==> config.mk <==
export PLATFORM = sky130hd
export DESIGN_NAME = asrs_sequencer
export DESIGN_NICKNAME = d
export VERILOG_FILES = /design/src/verilog/asrs_pkg.sv /design/src/verilog/asrs_sequencer.sv /design/src/verilog/asrs_edge_sync.sv
export SDC_FILE = /design/constraint.sdc
export NUM_CORES = 1
export LEC_CHECK = 0
export BUFFER_PORTS_ARGS = -buffer_cell sky130_fd_sc_hd__buf_2
export CAP_MARGIN = 20
export CORE_MARGIN = 2
export CORE_UTILIZATION = 35
export DETAILED_ROUTE_END_ITERATION = 12
export GPL_TIMING_DRIVEN = 0
export PLACE_DENSITY_LB_ADDON = 0.1
export RECOVER_POWER = 25
export SETUP_SLACK_MARGIN = 0.3
export SYNTH_ARGS = -nofsm -noshare
export SYNTH_HDL_FRONTEND = slang
export SYNTH_HIERARCHICAL = 1
export SYNTH_SLANG_ARGS = --single-unit
==> constraint.sdc <==
create_clock -name clk_i -period 3.75 [get_ports clk_i]
set_input_delay 0.5625 -clock clk_i [delete_from_list [all_inputs] [get_ports clk_i]]
set_output_delay 0.5625 -clock clk_i [all_outputs]
set_load 0.01 [all_outputs]
==> src/verilog/asrs_pkg.sv <==
package asrs_pkg;

  // ****************************************************************
  // Conversion modes and sampling
  // ****************************************************************
  typedef enum logic [1:0] {
    ASRS_MODE_ONE_SHOT     = 2'h0,
    ASRS_MODE_REPEAT       = 2'h1,
    ASRS_MODE_SWEEP        = 2'h2,
    ASRS_MODE_REPEAT_SWEEP = 2'h3
  } asrs_mode_t;

  localparam int FRAME_EDGES_SHORT = 16;
  localparam int FRAME_EDGES_LONG  = 28;
  localparam int EDGE_CNT_W        = 5;

  // ****************************************************************
  // Timing
  // ****************************************************************
  localparam int CLK_HZ              = 25000000;
  localparam int CONV_START_LOW_NS   = 800;
  localparam int CONV_START_LOW_CYC  = (CONV_START_LOW_NS * (CLK_HZ / 1000000) + 999) / 1000;
  localparam int CONV_CYCLES_DEFAULT = 35;
  localparam int FIFO_THRESH_DEFAULT = 4;
  localparam int CNT_W               = 8;

  // ****************************************************************
  // Carriers
  // ****************************************************************
  typedef struct packed {
    asrs_mode_t mode;
    logic       extended;
    logic       long_sample;
    logic       pin_is_eoc;
    logic [3:0] fifo_thresh;
  } asrs_cfg_t;

  typedef struct packed {
    logic select;
    logic fifo_read;
    logic mode_write;
  } asrs_frame_t;

endpackage

==> src/verilog/asrs_sequencer.sv <==
`timescale 1ns/100ps
`default_nettype none

module asrs_sequencer #(
  parameter int CONV_CYCLES = asrs_pkg::CONV_CYCLES_DEFAULT,
  parameter int FIFO_DEPTH  = 8
) (
  input  wire logic                clk_i,
  input  wire logic                reset_i,
  input  wire logic                sclk_i,
  input  wire logic                cs_n_i,
  input  wire logic                frame_sync_i,
  input  wire logic                conv_start_n_i,
  input  wire asrs_pkg::asrs_cfg_t config_word_i,
  input  wire asrs_pkg::asrs_frame_t frame_info_i,
  output logic                     conv_go_o,
  output logic                     converting_o,
  output logic                     result_push_o,
  output logic                     fifo_clear_o,
  output logic [3:0]               fifo_level_o,
  output logic                     eoc_o,
  output logic                     int_n_o
);

  // ****************************************************************
  // Pin synchronisers
  // ****************************************************************
  logic sclk_rise;
  logic cs_lvl, cs_rise, cs_fall;
  logic fs_rise;
  logic cst_lvl, cst_rise;

  asrs_edge_sync u_sclk (.clk_i(clk_i), .reset_i(reset_i), .async_i(sclk_i),
    .level_o(), .rise_o(sclk_rise), .fall_o());
  asrs_edge_sync u_cs (.clk_i(clk_i), .reset_i(reset_i), .async_i(cs_n_i),
    .level_o(cs_lvl), .rise_o(cs_rise), .fall_o(cs_fall));
  asrs_edge_sync u_fs (.clk_i(clk_i), .reset_i(reset_i), .async_i(frame_sync_i),
    .level_o(), .rise_o(fs_rise), .fall_o());
  asrs_edge_sync u_cst (.clk_i(clk_i), .reset_i(reset_i), .async_i(conv_start_n_i),
    .level_o(cst_lvl), .rise_o(cst_rise), .fall_o());

  // ****************************************************************
  // Frame edge counting and triggers
  // ****************************************************************
  typedef enum logic [1:0] {ST_IDLE, ST_CONV} asrs_state_t;

  asrs_state_t                   state_q, state_d;
  logic [asrs_pkg::EDGE_CNT_W-1:0] edges_q, edges_d;
  logic                          in_frame_q, in_frame_d;
  logic [asrs_pkg::CNT_W-1:0]    conv_cnt_q, conv_cnt_d;
  logic [asrs_pkg::CNT_W-1:0]    low_cnt_q, low_cnt_d;
  logic [3:0]                    level_q, level_d;
  logic                          int_pend_q, int_pend_d;
  logic                          eoc_q, eoc_d;
  logic                          go_q, go_d;
  logic                          push_q, push_d;
  logic                          clr_q, clr_d;
  logic [asrs_pkg::EDGE_CNT_W-1:0] frame_edges;
  logic                          frame_start, frame_end, frame_trig, strobe_trig, trig;
  logic                          one_shot, repeat_md;

  assign one_shot    = config_word_i.mode == asrs_pkg::ASRS_MODE_ONE_SHOT;
  assign repeat_md   = config_word_i.mode == asrs_pkg::ASRS_MODE_REPEAT;
  assign frame_edges = config_word_i.long_sample
                       ? asrs_pkg::EDGE_CNT_W'(asrs_pkg::FRAME_EDGES_LONG)
                       : asrs_pkg::EDGE_CNT_W'(asrs_pkg::FRAME_EDGES_SHORT);
  // Frame sync may run with chip select held low, so either one opens a frame.
  assign frame_start = cs_fall | (fs_rise & ~cs_lvl);
  assign frame_end   = cs_rise;
  // Counting stops at the trigger edge so one frame can give only one conversion.
  assign frame_trig  = in_frame_q && !config_word_i.extended && sclk_rise
                       && (edges_q == frame_edges - asrs_pkg::EDGE_CNT_W'(1));
  // The strobe counts only while chip select is high and after a full low time.
  assign strobe_trig = config_word_i.extended && cs_lvl && cst_rise
                       && (low_cnt_q >= asrs_pkg::CNT_W'(asrs_pkg::CONV_START_LOW_CYC));
  assign trig        = (frame_trig || strobe_trig) && (one_shot || repeat_md);

  always_comb
  begin
    edges_d    = edges_q;
    in_frame_d = in_frame_q;
    low_cnt_d  = cst_lvl ? '0 : (low_cnt_q == '1 ? low_cnt_q : low_cnt_q + asrs_pkg::CNT_W'(1));
    if (frame_start)
    begin
      in_frame_d = 1'b1;
      edges_d    = '0;
    end
    else if (frame_end)
      in_frame_d = 1'b0;
    else if (in_frame_q && sclk_rise)
    begin
      edges_d = edges_q + asrs_pkg::EDGE_CNT_W'(1);
      if (frame_trig)
        in_frame_d = 1'b0;
    end
  end

  // ****************************************************************
  // Conversion, FIFO level and completion
  // ****************************************************************
  always_comb
  begin
    state_d    = state_q;
    conv_cnt_d = conv_cnt_q;
    level_d    = level_q;
    int_pend_d = int_pend_q;
    eoc_d      = eoc_q;
    go_d       = 1'b0;
    push_d     = 1'b0;
    clr_d      = 1'b0;
    // Servicing an interrupt: a readout pops one entry, anything else clears in repeat mode only.
    if (frame_start && int_pend_q && repeat_md && !frame_info_i.fifo_read)
    begin
      level_d = '0;
      clr_d   = 1'b1;
    end
    else if (frame_start && frame_info_i.fifo_read && level_q != '0)
      level_d = level_q - 4'h1;
    if (frame_start && int_pend_q && (one_shot || repeat_md))
      int_pend_d = 1'b0;
    case (state_q)
      ST_IDLE:
      begin
        if (trig)
        begin
          state_d    = ST_CONV;
          conv_cnt_d = '0;
          go_d       = 1'b1;
          eoc_d      = one_shot && config_word_i.pin_is_eoc;
        end
      end
      ST_CONV:
      begin
        conv_cnt_d = conv_cnt_q + asrs_pkg::CNT_W'(1);
        if (conv_cnt_q == asrs_pkg::CNT_W'(CONV_CYCLES - 1))
        begin
          state_d = ST_IDLE;
          eoc_d   = 1'b0;
          if (one_shot)
            int_pend_d = !config_word_i.pin_is_eoc;
          else
          begin
            push_d = 1'b1;
            if (level_d != 4'(FIFO_DEPTH))
              level_d = level_d + 4'h1;
            if (level_d == config_word_i.fifo_thresh)
              int_pend_d = 1'b1;
          end
        end
      end
      default:
        state_d = ST_IDLE;
    endcase
  end

  always_ff @(posedge clk_i)
  begin
    if (reset_i)
    begin
      state_q    <= ST_IDLE;
      edges_q    <= '0;
      in_frame_q <= 1'b0;
      conv_cnt_q <= '0;
      low_cnt_q  <= '0;
      level_q    <= '0;
      int_pend_q <= 1'b0;
      eoc_q      <= 1'b0;
      go_q       <= 1'b0;
      push_q     <= 1'b0;
      clr_q      <= 1'b0;
    end
    else
    begin
      state_q    <= state_d;
      edges_q    <= edges_d;
      in_frame_q <= in_frame_d;
      conv_cnt_q <= conv_cnt_d;
      low_cnt_q  <= low_cnt_d;
      level_q    <= level_d;
      int_pend_q <= int_pend_d;
      eoc_q      <= eoc_d;
      go_q       <= go_d;
      push_q     <= push_d;
      clr_q      <= clr_d;
    end
  end

  assign conv_go_o     = go_q;
  assign converting_o  = state_q == ST_CONV;
  assign result_push_o = push_q;
  assign fifo_clear_o  = clr_q;
  assign fifo_level_o  = level_q;
  // Outside mode 00 the pin is always an interrupt.
  assign eoc_o         = eoc_q && one_shot;
  assign int_n_o       = ~int_pend_q;

  // ****************************************************************
  // Checks
  // ****************************************************************
  AST_GO_ONLY_IDLE: assert property (@(posedge clk_i) disable iff (reset_i)
    go_q |-> $past(state_q) == ST_IDLE && state_q == ST_CONV)
    else $error("Conversion started while busy.");
  AST_NO_GO_EXT_CS_LOW: assert property (@(posedge clk_i) disable iff (reset_i)
    (config_word_i.extended && $past(config_word_i.extended) && go_q) |-> $past(cs_lvl))
    else $error("Extended start while chip select low.");
  AST_STROBE_RISE: assert property (@(posedge clk_i) disable iff (reset_i)
    $rose(go_q) && config_word_i.extended && $past(config_word_i.extended) |-> $past(cst_rise))
    else $error("Extended start not on strobe rising edge.");
  AST_EOC_NOT_REPEAT: assert property (@(posedge clk_i) disable iff (reset_i)
    !one_shot |-> !eoc_o)
    else $error("End-of-conversion outside mode 00.");
  AST_CONV_LEN: assert property (@(posedge clk_i) disable iff (reset_i)
    go_q |-> converting_o [*2])
    else $error("Conversion ended too soon.");
  AST_CLEAR_EMPTY: assert property (@(posedge clk_i) disable iff (reset_i)
    clr_q |-> level_q == 4'h0)
    else $error("FIFO not empty after clear.");
  AST_PUSH_REPEAT: assert property (@(posedge clk_i) disable iff (reset_i)
    push_q |-> !$past(one_shot))
    else $error("Result pushed in mode 00.");
  AST_INT_AT_THRESH: assert property (@(posedge clk_i) disable iff (reset_i)
    $rose(int_pend_q) && repeat_md && $past(repeat_md) |-> level_q == config_word_i.fifo_thresh)
    else $error("Interrupt away from threshold.");

  COV_FRAME_CONV: cover property (@(posedge clk_i) disable iff (reset_i) frame_trig && state_q == ST_IDLE);
  COV_STROBE_CONV: cover property (@(posedge clk_i) disable iff (reset_i) strobe_trig && state_q == ST_IDLE);
  COV_INT_REPEAT: cover property (@(posedge clk_i) disable iff (reset_i) $rose(int_pend_q) && repeat_md);
  COV_CLEAR: cover property (@(posedge clk_i) disable iff (reset_i) clr_q);

endmodule

`default_nettype wire

==> src/verilog/asrs_edge_sync.sv <==
`timescale 1ns/100ps
`default_nettype none

// ****************************************************************
// Two-flop synchroniser with edge detection
// ****************************************************************
// The first flop feeds only the second; edges are found on the later stages.
module asrs_edge_sync (
  input  wire logic clk_i,
  input  wire logic reset_i,
  input  wire logic async_i,
  output logic      level_o,
  output logic      rise_o,
  output logic      fall_o
);

  logic meta_q;
  logic meta_d;
  logic sync_q;
  logic sync_d;
  logic last_q;
  logic last_d;

  always_comb
  begin
    meta_d = async_i;
    sync_d = meta_q;
    last_d = sync_q;
  end

  always_ff @(posedge clk_i)
  begin
    if (reset_i)
    begin
      meta_q <= 1'b1;
      sync_q <= 1'b1;
      last_q <= 1'b1;
    end
    else
    begin
      meta_q <= meta_d;
      sync_q <= sync_d;
      last_q <= last_d;
    end
  end

  assign level_o = sync_q;
  assign rise_o  = sync_q & ~last_q;
  assign fall_o  = ~sync_q & last_q;

endmodule

`default_nettype wire

# Word-level counts from Yosys, hierarchy flattened
# Cells that the tools add are included.
dict set report word_totals {
  register_bits 45
  latchBits 0
  ramBits 0
  mem_bits_ro 0
  inputBits 18
  output_inout_bits 10
  elab_cells 122
  n_memories 0
}
dict set report classes {
  addsub 6
  n_mul 0
  n_div 0
  order_cmp 1
  eq_ne 9
  shifts 0
  mux 30
  bitwise_logic 17
  n_reduce_logical 36
}
# cell n
set ops {}
lappend ops {{4-bit 2-to-1 mux} 10}
lappend ops {{8-bit by 1-bit adder with 8-bit output (second input constant)} 2}
lappend ops {{1-bit logical AND} 16}
lappend ops {{8-bit one-hot mux with 2 select lines} 1}
lappend ops {{1-bit 2-to-1 mux} 14}
lappend ops {{1-bit inverter} 10}
lappend ops {{8-bit by 6-bit equality test with 1-bit output (second input constant)} 1}
lappend ops {{8-bit equality test (second input constant)} 1}
lappend ops {{8-bit by 5-bit greater-or-equal comparator with 1-bit output (second input constant)} 1}
lappend ops {{8-bit 2-to-1 mux} 1}
lappend ops {{2-bit AND reduction} 4}
lappend ops {{1-bit bitwise AND} 6}
lappend ops {{3-bit nonzero test} 2}
lappend ops {{2-bit OR reduction} 3}
lappend ops {{5-bit by 1-bit adder with 5-bit output (second input constant)} 1}
lappend ops {{5-bit equality test} 1}
lappend ops {{5-bit by 1-bit subtractor with 5-bit output (second input constant)} 1}
lappend ops {{4-bit by 1-bit adder with 4-bit output (second input constant)} 1}
lappend ops {{2-bit by 1-bit equality test with 1-bit output (second input constant)} 2}
lappend ops {{4-bit equality test} 1}
lappend ops {{2-bit logical NOT} 2}
lappend ops {{2-bit 2-to-1 mux} 2}
lappend ops {{4-bit inequality test (second input constant)} 1}
lappend ops {{2-bit one-hot mux with 2 select lines} 1}
lappend ops {{other kinds (11)} 14}

# Depth between registers and ports, before layout
dict set report depth {
  ltp_word 18
  ltp_mapped 14
  mapped_depth_nobuf 14
}

# By module
# The synthesis kept the hierarchy.
# mod n_inst cells_per_inst area_per_inst_um2 seq_area_each_um2
set by_module_without_submodules {}
lappend by_module_without_submodules {asrs_sequencer 1 224 1835.5 640.6}
lappend by_module_without_submodules {asrs_edge_sync 4 8 92.6 60.1}

# Worst setup path before layout
# No wires, ideal clock.
dict set report synth_path {
  kind {flip-flop to flip-flop}
  startpoint {reg level_q[0] (netlist: fifo_level_o[0])}
  endpoint {reg int_pend_q}
  setup_ns 0.087
  arrival_time_ns 2.318
  t_required_ns 3.663
  path_slack_ns 1.345
  stages_incl_launch_ff 12
  n_path_buf 0
  period_less_slack_ns 2.405
  path_cell_list {dfxtp_1 inv_1 ha_1 nand2b_1 o221ai_1 nand3_1 o21ai_1 ha_1 or3_1 a32oi_1 mux2i_1 o31ai_1}
}
dict set report synth_between {
  elab_chain_cells 14
  elab_cells_between_ends 16
  classes_between {add/sub (2); eq/ne (2); mux (10); reduce/logical (2)}
}
# item line
set synth_lines {}
lappend synth_lines {{start: declaration} asrs_sequencer.sv:52} ;# logic [3:0] level_q, level_d;
lappend synth_lines {{start signal: assignment} asrs_sequencer.sv:179} ;# level_q <= level_d;
lappend synth_lines {{parallel branches: the longest is 2 deep, another holds 4-bit by 1-bit subtractor with 4-bit output} --}
lappend synth_lines {{4-bit 2-to-1 mux *} asrs_sequencer.sv:117} ;# else if (frame_start && frame_info_i.fifo_read && level_q != '0)
lappend synth_lines {{4-bit 2-to-1 mux *} asrs_sequencer.sv:112} ;# if (frame_start && int_pend_q && repeat_md && !frame_info_i.fifo_read)
lappend synth_lines {{4-bit by 1-bit adder with 4-bit output / 4-bit inequality test (equally long branches)} {asrs_sequencer.sv:145, asrs_sequencer.sv:144}}
lappend synth_lines {{4-bit 2-to-1 mux *} asrs_sequencer.sv:144} ;# if (level_d != 4'(FIFO_DEPTH))
lappend synth_lines {{4-bit 2-to-1 mux *} asrs_sequencer.sv:139} ;# if (one_shot)
lappend synth_lines {{4-bit 2-to-1 mux *} asrs_sequencer.sv:135} ;# if (conv_cnt_q == asrs_pkg::CNT_W'(CONV_CYCLES - 1))
lappend synth_lines {{4-bit 2-to-1 mux *} asrs_sequencer.sv:121} ;# case (state_q)
lappend synth_lines {{4-bit equality test *} asrs_sequencer.sv:146} ;# if (level_d == config_word_i.fifo_thresh)
lappend synth_lines {{1-bit 2-to-1 mux *} asrs_sequencer.sv:146}
lappend synth_lines {{1-bit 2-to-1 mux *} asrs_sequencer.sv:139}
lappend synth_lines {{1-bit 2-to-1 mux *} asrs_sequencer.sv:135}
lappend synth_lines {{1-bit 2-to-1 mux *} asrs_sequencer.sv:121}
lappend synth_lines {{end signal: assignment} asrs_sequencer.sv:180} ;# int_pend_q <= int_pend_d;
lappend synth_lines {{end: declaration} asrs_sequencer.sv:53} ;# logic int_pend_q, int_pend_d;
# Mark *: on every way between the ends. The select of a mux whose other input is x is not followed.
# A chain may end at the register's enable or synchronous reset.

# Worst setup path after layout
dict set report layout_path {
  startpoint {reg u_cs.sync_q (netlist: u_cs/level_o)}
  endpoint {reg int_pend_q}
}
dict set report layout_between {
  elab_chain_cells 17
  elab_cells_between_ends 24
  classes_between {add/sub (1); eq/ne (2); mux (11); bitwise (4); reduce/logical (6)}
}
# item line
set layout_lines {}
lappend layout_lines {{start: declaration} asrs_edge_sync.sv:19} ;# logic sync_q;
lappend layout_lines {{start signal: assignment} asrs_edge_sync.sv:42} ;# sync_q <= sync_d;
lappend layout_lines {{1-bit inverter *} asrs_edge_sync.sv:49} ;# assign fall_o = ~sync_q & last_q;
lappend layout_lines {{1-bit bitwise AND *} asrs_edge_sync.sv:49}
lappend layout_lines {{named net cs_fall} asrs_sequencer.sv:29} ;# logic cs_lvl, cs_rise, cs_fall;
lappend layout_lines {{1-bit bitwise OR *} asrs_sequencer.sv:68} ;# assign frame_start = cs_fall | (fs_rise & ~cs_lvl);
lappend layout_lines {{1-bit logical AND, on equally long branches} {asrs_sequencer.sv:117, asrs_sequencer.sv:112, asrs_sequencer.sv:119}}
lappend layout_lines {{1-bit logical AND, on equally long branches} {asrs_sequencer.sv:117, asrs_sequencer.sv:112}}
lappend layout_lines {{4-bit 2-to-1 mux / 1-bit logical AND (equally long branches)} {asrs_sequencer.sv:117, asrs_sequencer.sv:112}}
lappend layout_lines {{4-bit 2-to-1 mux} asrs_sequencer.sv:112}
lappend layout_lines {{(+2 left out)} --}
lappend layout_lines {{4-bit 2-to-1 mux} asrs_sequencer.sv:139}
lappend layout_lines {{4-bit 2-to-1 mux} asrs_sequencer.sv:135}
lappend layout_lines {{4-bit 2-to-1 mux} asrs_sequencer.sv:121}
lappend layout_lines {{4-bit equality test} asrs_sequencer.sv:146}
lappend layout_lines {{1-bit 2-to-1 mux} asrs_sequencer.sv:146}
lappend layout_lines {{1-bit 2-to-1 mux} asrs_sequencer.sv:139}
lappend layout_lines {{1-bit 2-to-1 mux} asrs_sequencer.sv:135}
lappend layout_lines {{1-bit 2-to-1 mux *} asrs_sequencer.sv:121}
# Mark *: on every way through the listed nets, which the timed path passes. The rest lies on a longest branch. The select of a mux whose other input is x is not followed.

==> flow_summary_export.csv <==
group,metric,value,unit
clock_network,cts_made_buffers,5,
power,clkPwrFrac,0.425,
clock_network,cts.hold.buffers_added,0,
placement,preCtsSetupSlack,1.06,ns
clock_network,h-tree-depth,2,
placement,place_area,0.00240,mm2
route,drc,0,
global_route,grt_pass1_vias,1680,
route,dr_total_vias,1723,
timing,finalMaxSlewViolations,0,
clock_network,cts_tree,"built",
power,power_frac_seq,0.537,
yosys,netlist_area,0.00218,mm2
min_path,hold_depth,1,
clock_network,cts-root-buf,"clkbuf_8",
global_route,grt.overflow.total,0,
floorplan,die_x,83.0,um
route,detail-route-antenna-nets,0,
floorplan,die_area,0.00689,mm2
timing,rsz0062_at_grt,"false",
power,share_comb_of_total_power,0.039,
layout,fill_cells,624,
layout,regArea,881,um2
route,drt_iter0_markers,59,
power,power,0.887,mW
timing,worst_pin_slew,0.503,ns
setup_path,critPathLaunchType,"flip-flop",
power,leakagePower,1.00,nW
timing,fmax,377,MHz
yosys,synth_warnings,6,
min_path,holdPathEnd,"u_cs/level_o",
placement,place_congestion,0.767,
timing,fin_ws,1.10,ns
power,swShare,0.222,
timing,hold_viol,0,
layout,fin_nets,311,
global_route,antenna_found_initial,0,
timing,finalCritPeriodShare,0.708,
setup_path,r2r_setup_slack,1.10,ns
route,first_pass_iters,4,
route,wl,4420,um
clock_network,path_clk_slew,0.09,ns
setup_path,cp-startpoint,"u_cs/level_o",
floorplan,initial_core_util,0.364,
floorplan,coreArea,0.00599,mm2
layout,area_delta_synth_final,15.2,%
timing,setup_violations,0,
clock_network,clk_latency,0.30,ns
setup_path,crit_type,"flip-flop to flip-flop",
global_route,grt_start_max_net_pins,16,
setup_path,critPathMaxFanout,6,
layout,num_antenna_cells,0,
yosys,syn_inst,253,
floorplan,std_cell_rows,28,
setup_path,critical_path_required,3.97,ns
timing,slew_headroom,0.664,
timing,finalSetupTns,0,ns
layout,final_area,0.00252,mm2
run_status,outcome,"complete, no violations",
route,wire_per_inst,12.2,um
timing,clock_skew,0.00898,ns
clock_network,cts.path.max_buffers,2,
setup_path,cp-end-kind,"flip-flop",
min_path,min-delay-start,"u_cs/meta_q",
yosys,syn_area_per_cell,8.63,um2
setup_path,cp.arrival,2.88,ns
route,vias_per_cell,4.77,
placement,dp_hpwl,3270,um
floorplan,io_pins,28,
yosys,syn-num-nets,279,
setup_path,timing.rr.start,"u_cs/level_o",
timing,fin_crit,2.65,ns
power,internal-power,0.690,mW
power,ir_drop,155,uV
setup_path,r2r_end,"int_pend_q",
clock_network,cts_resized,0,
global_route,grt_pass1_wl,7750,um
clock_network,postCtsSetupRepairBufs,0,
setup_path,rr_worst_depth,10,
power,p_sw,0.197,mW
power,power.density,352,mW/mm2
placement,portBuffers,25,
global_route,grtUsageTotal,0.135,
clock_network,cts.sinks,44,
floorplan,fp.dieH,83.0,um
min_path,min_path_type,"flip-flop to flip-flop",
layout,drive_gt1_frac,0.157,
job,maxCapViolCount,0,
layout,multi_input_area,0.00122,mm2
-- stage by stage --
stage | utilization | hold slack, ns | std cells
2_1_floorplan | - | 0.383 | 253
3_3_place_gp | 0.401 | 0.385 | 353
3_5_place_dp | 0.401 | 0.388 | 353
4_1_cts | 0.420 | 0.411 | 361
5_1_grt | 0.420 | 0.417 | 361
6_report | 0.420 | 0.411 | 361
-- power groups by stage --
stage,clock network [mW],registers [mW],logic (mW)
after floorplan,0,0.486,0.0191
after global placement,0,0.487,0.0350
after detailed placement,0,0.487,0.0348
after CTS,0.393,0.476,0.0349
after global routing,0.408,0.477,0.0388
final,0.376,0.476,0.0343
-- critical path, cell delays in order (launching register included) --
cell and delay, ns:
dfxtp_1 0.45, and2b_1 0.26, o221ai_1 0.45, nor2_1 0.08
a21oi_1 0.14, nor2_1 0.09, ha_1 0.22, or3_1 0.39
a32oi_1 0.20, mux2i_1 0.09, o31ai_1 0.20
-- flip-flops by register name, indices dropped and copies added, names as in the netlist, 4 cells and up --
signal        count
conv_cnt_q        8
edges_q           5
fifo_level_o      4
low_cnt_q         8
-- layout by cell type, fill, tap and decap left out, types with 2 or more instances in the layout --
cell,count
dfxtp_1,44
and2_1,2
nand2_1,5
inv_1,10
buf_2,23
xor2_1,7
or2_2,3
nor3_1,10
nor2_1,41
or2_1,14
mux2i_1,6
nand4_1,4
xnor2_1,9
nand2b_1,2
o21ai_0,8
o211ai_1,2
a211oi_1,2
and3_1,7
a31oi_1,4
clkbuf_8,5
a21oi_1,12
nor2b_1,6
nand3_1,11
clkinv_4,2
nand3b_1,3
o21ai_1,2
o21bai_1,2
clkbuf_1,7
buf_6,2
ha_1,8
-- worst max-delay path by stage --
stage | endpoint | slack, ns
after floorplan | int_pend_q | 1.35
after global placement | int_pend_q | 1.02
after detailed placement | int_pend_q | 1.06
after CTS | int_pend_q | 1.11
after global routing | int_pend_q | 0.77
final | int_pend_q | 1.10
-- per-layer routing --
layer  part of all wire  GRT usage  vias up
li1                   -          -      931
met1               0.54      0.184      760
met2               0.42      0.212       25
met4              0.014     0.0402        0
met3              0.033     0.0338        7
met5                  0          0        -
-- area by class of cell --
class / instances / area share
clock inverters: 3 / 0.0189
inverters: 10 / 0.0149
repair buffers: 25 / 0.0487
flip-flops and latches: 44 / 0.350
plain buffers: 8 / 0.0194
clock buffers: 5 / 0.0273
well taps: 75 / 0.0373
multi-input cells: 191 / 0.483
No activity file was read; power rests on OpenSTA's default activity.
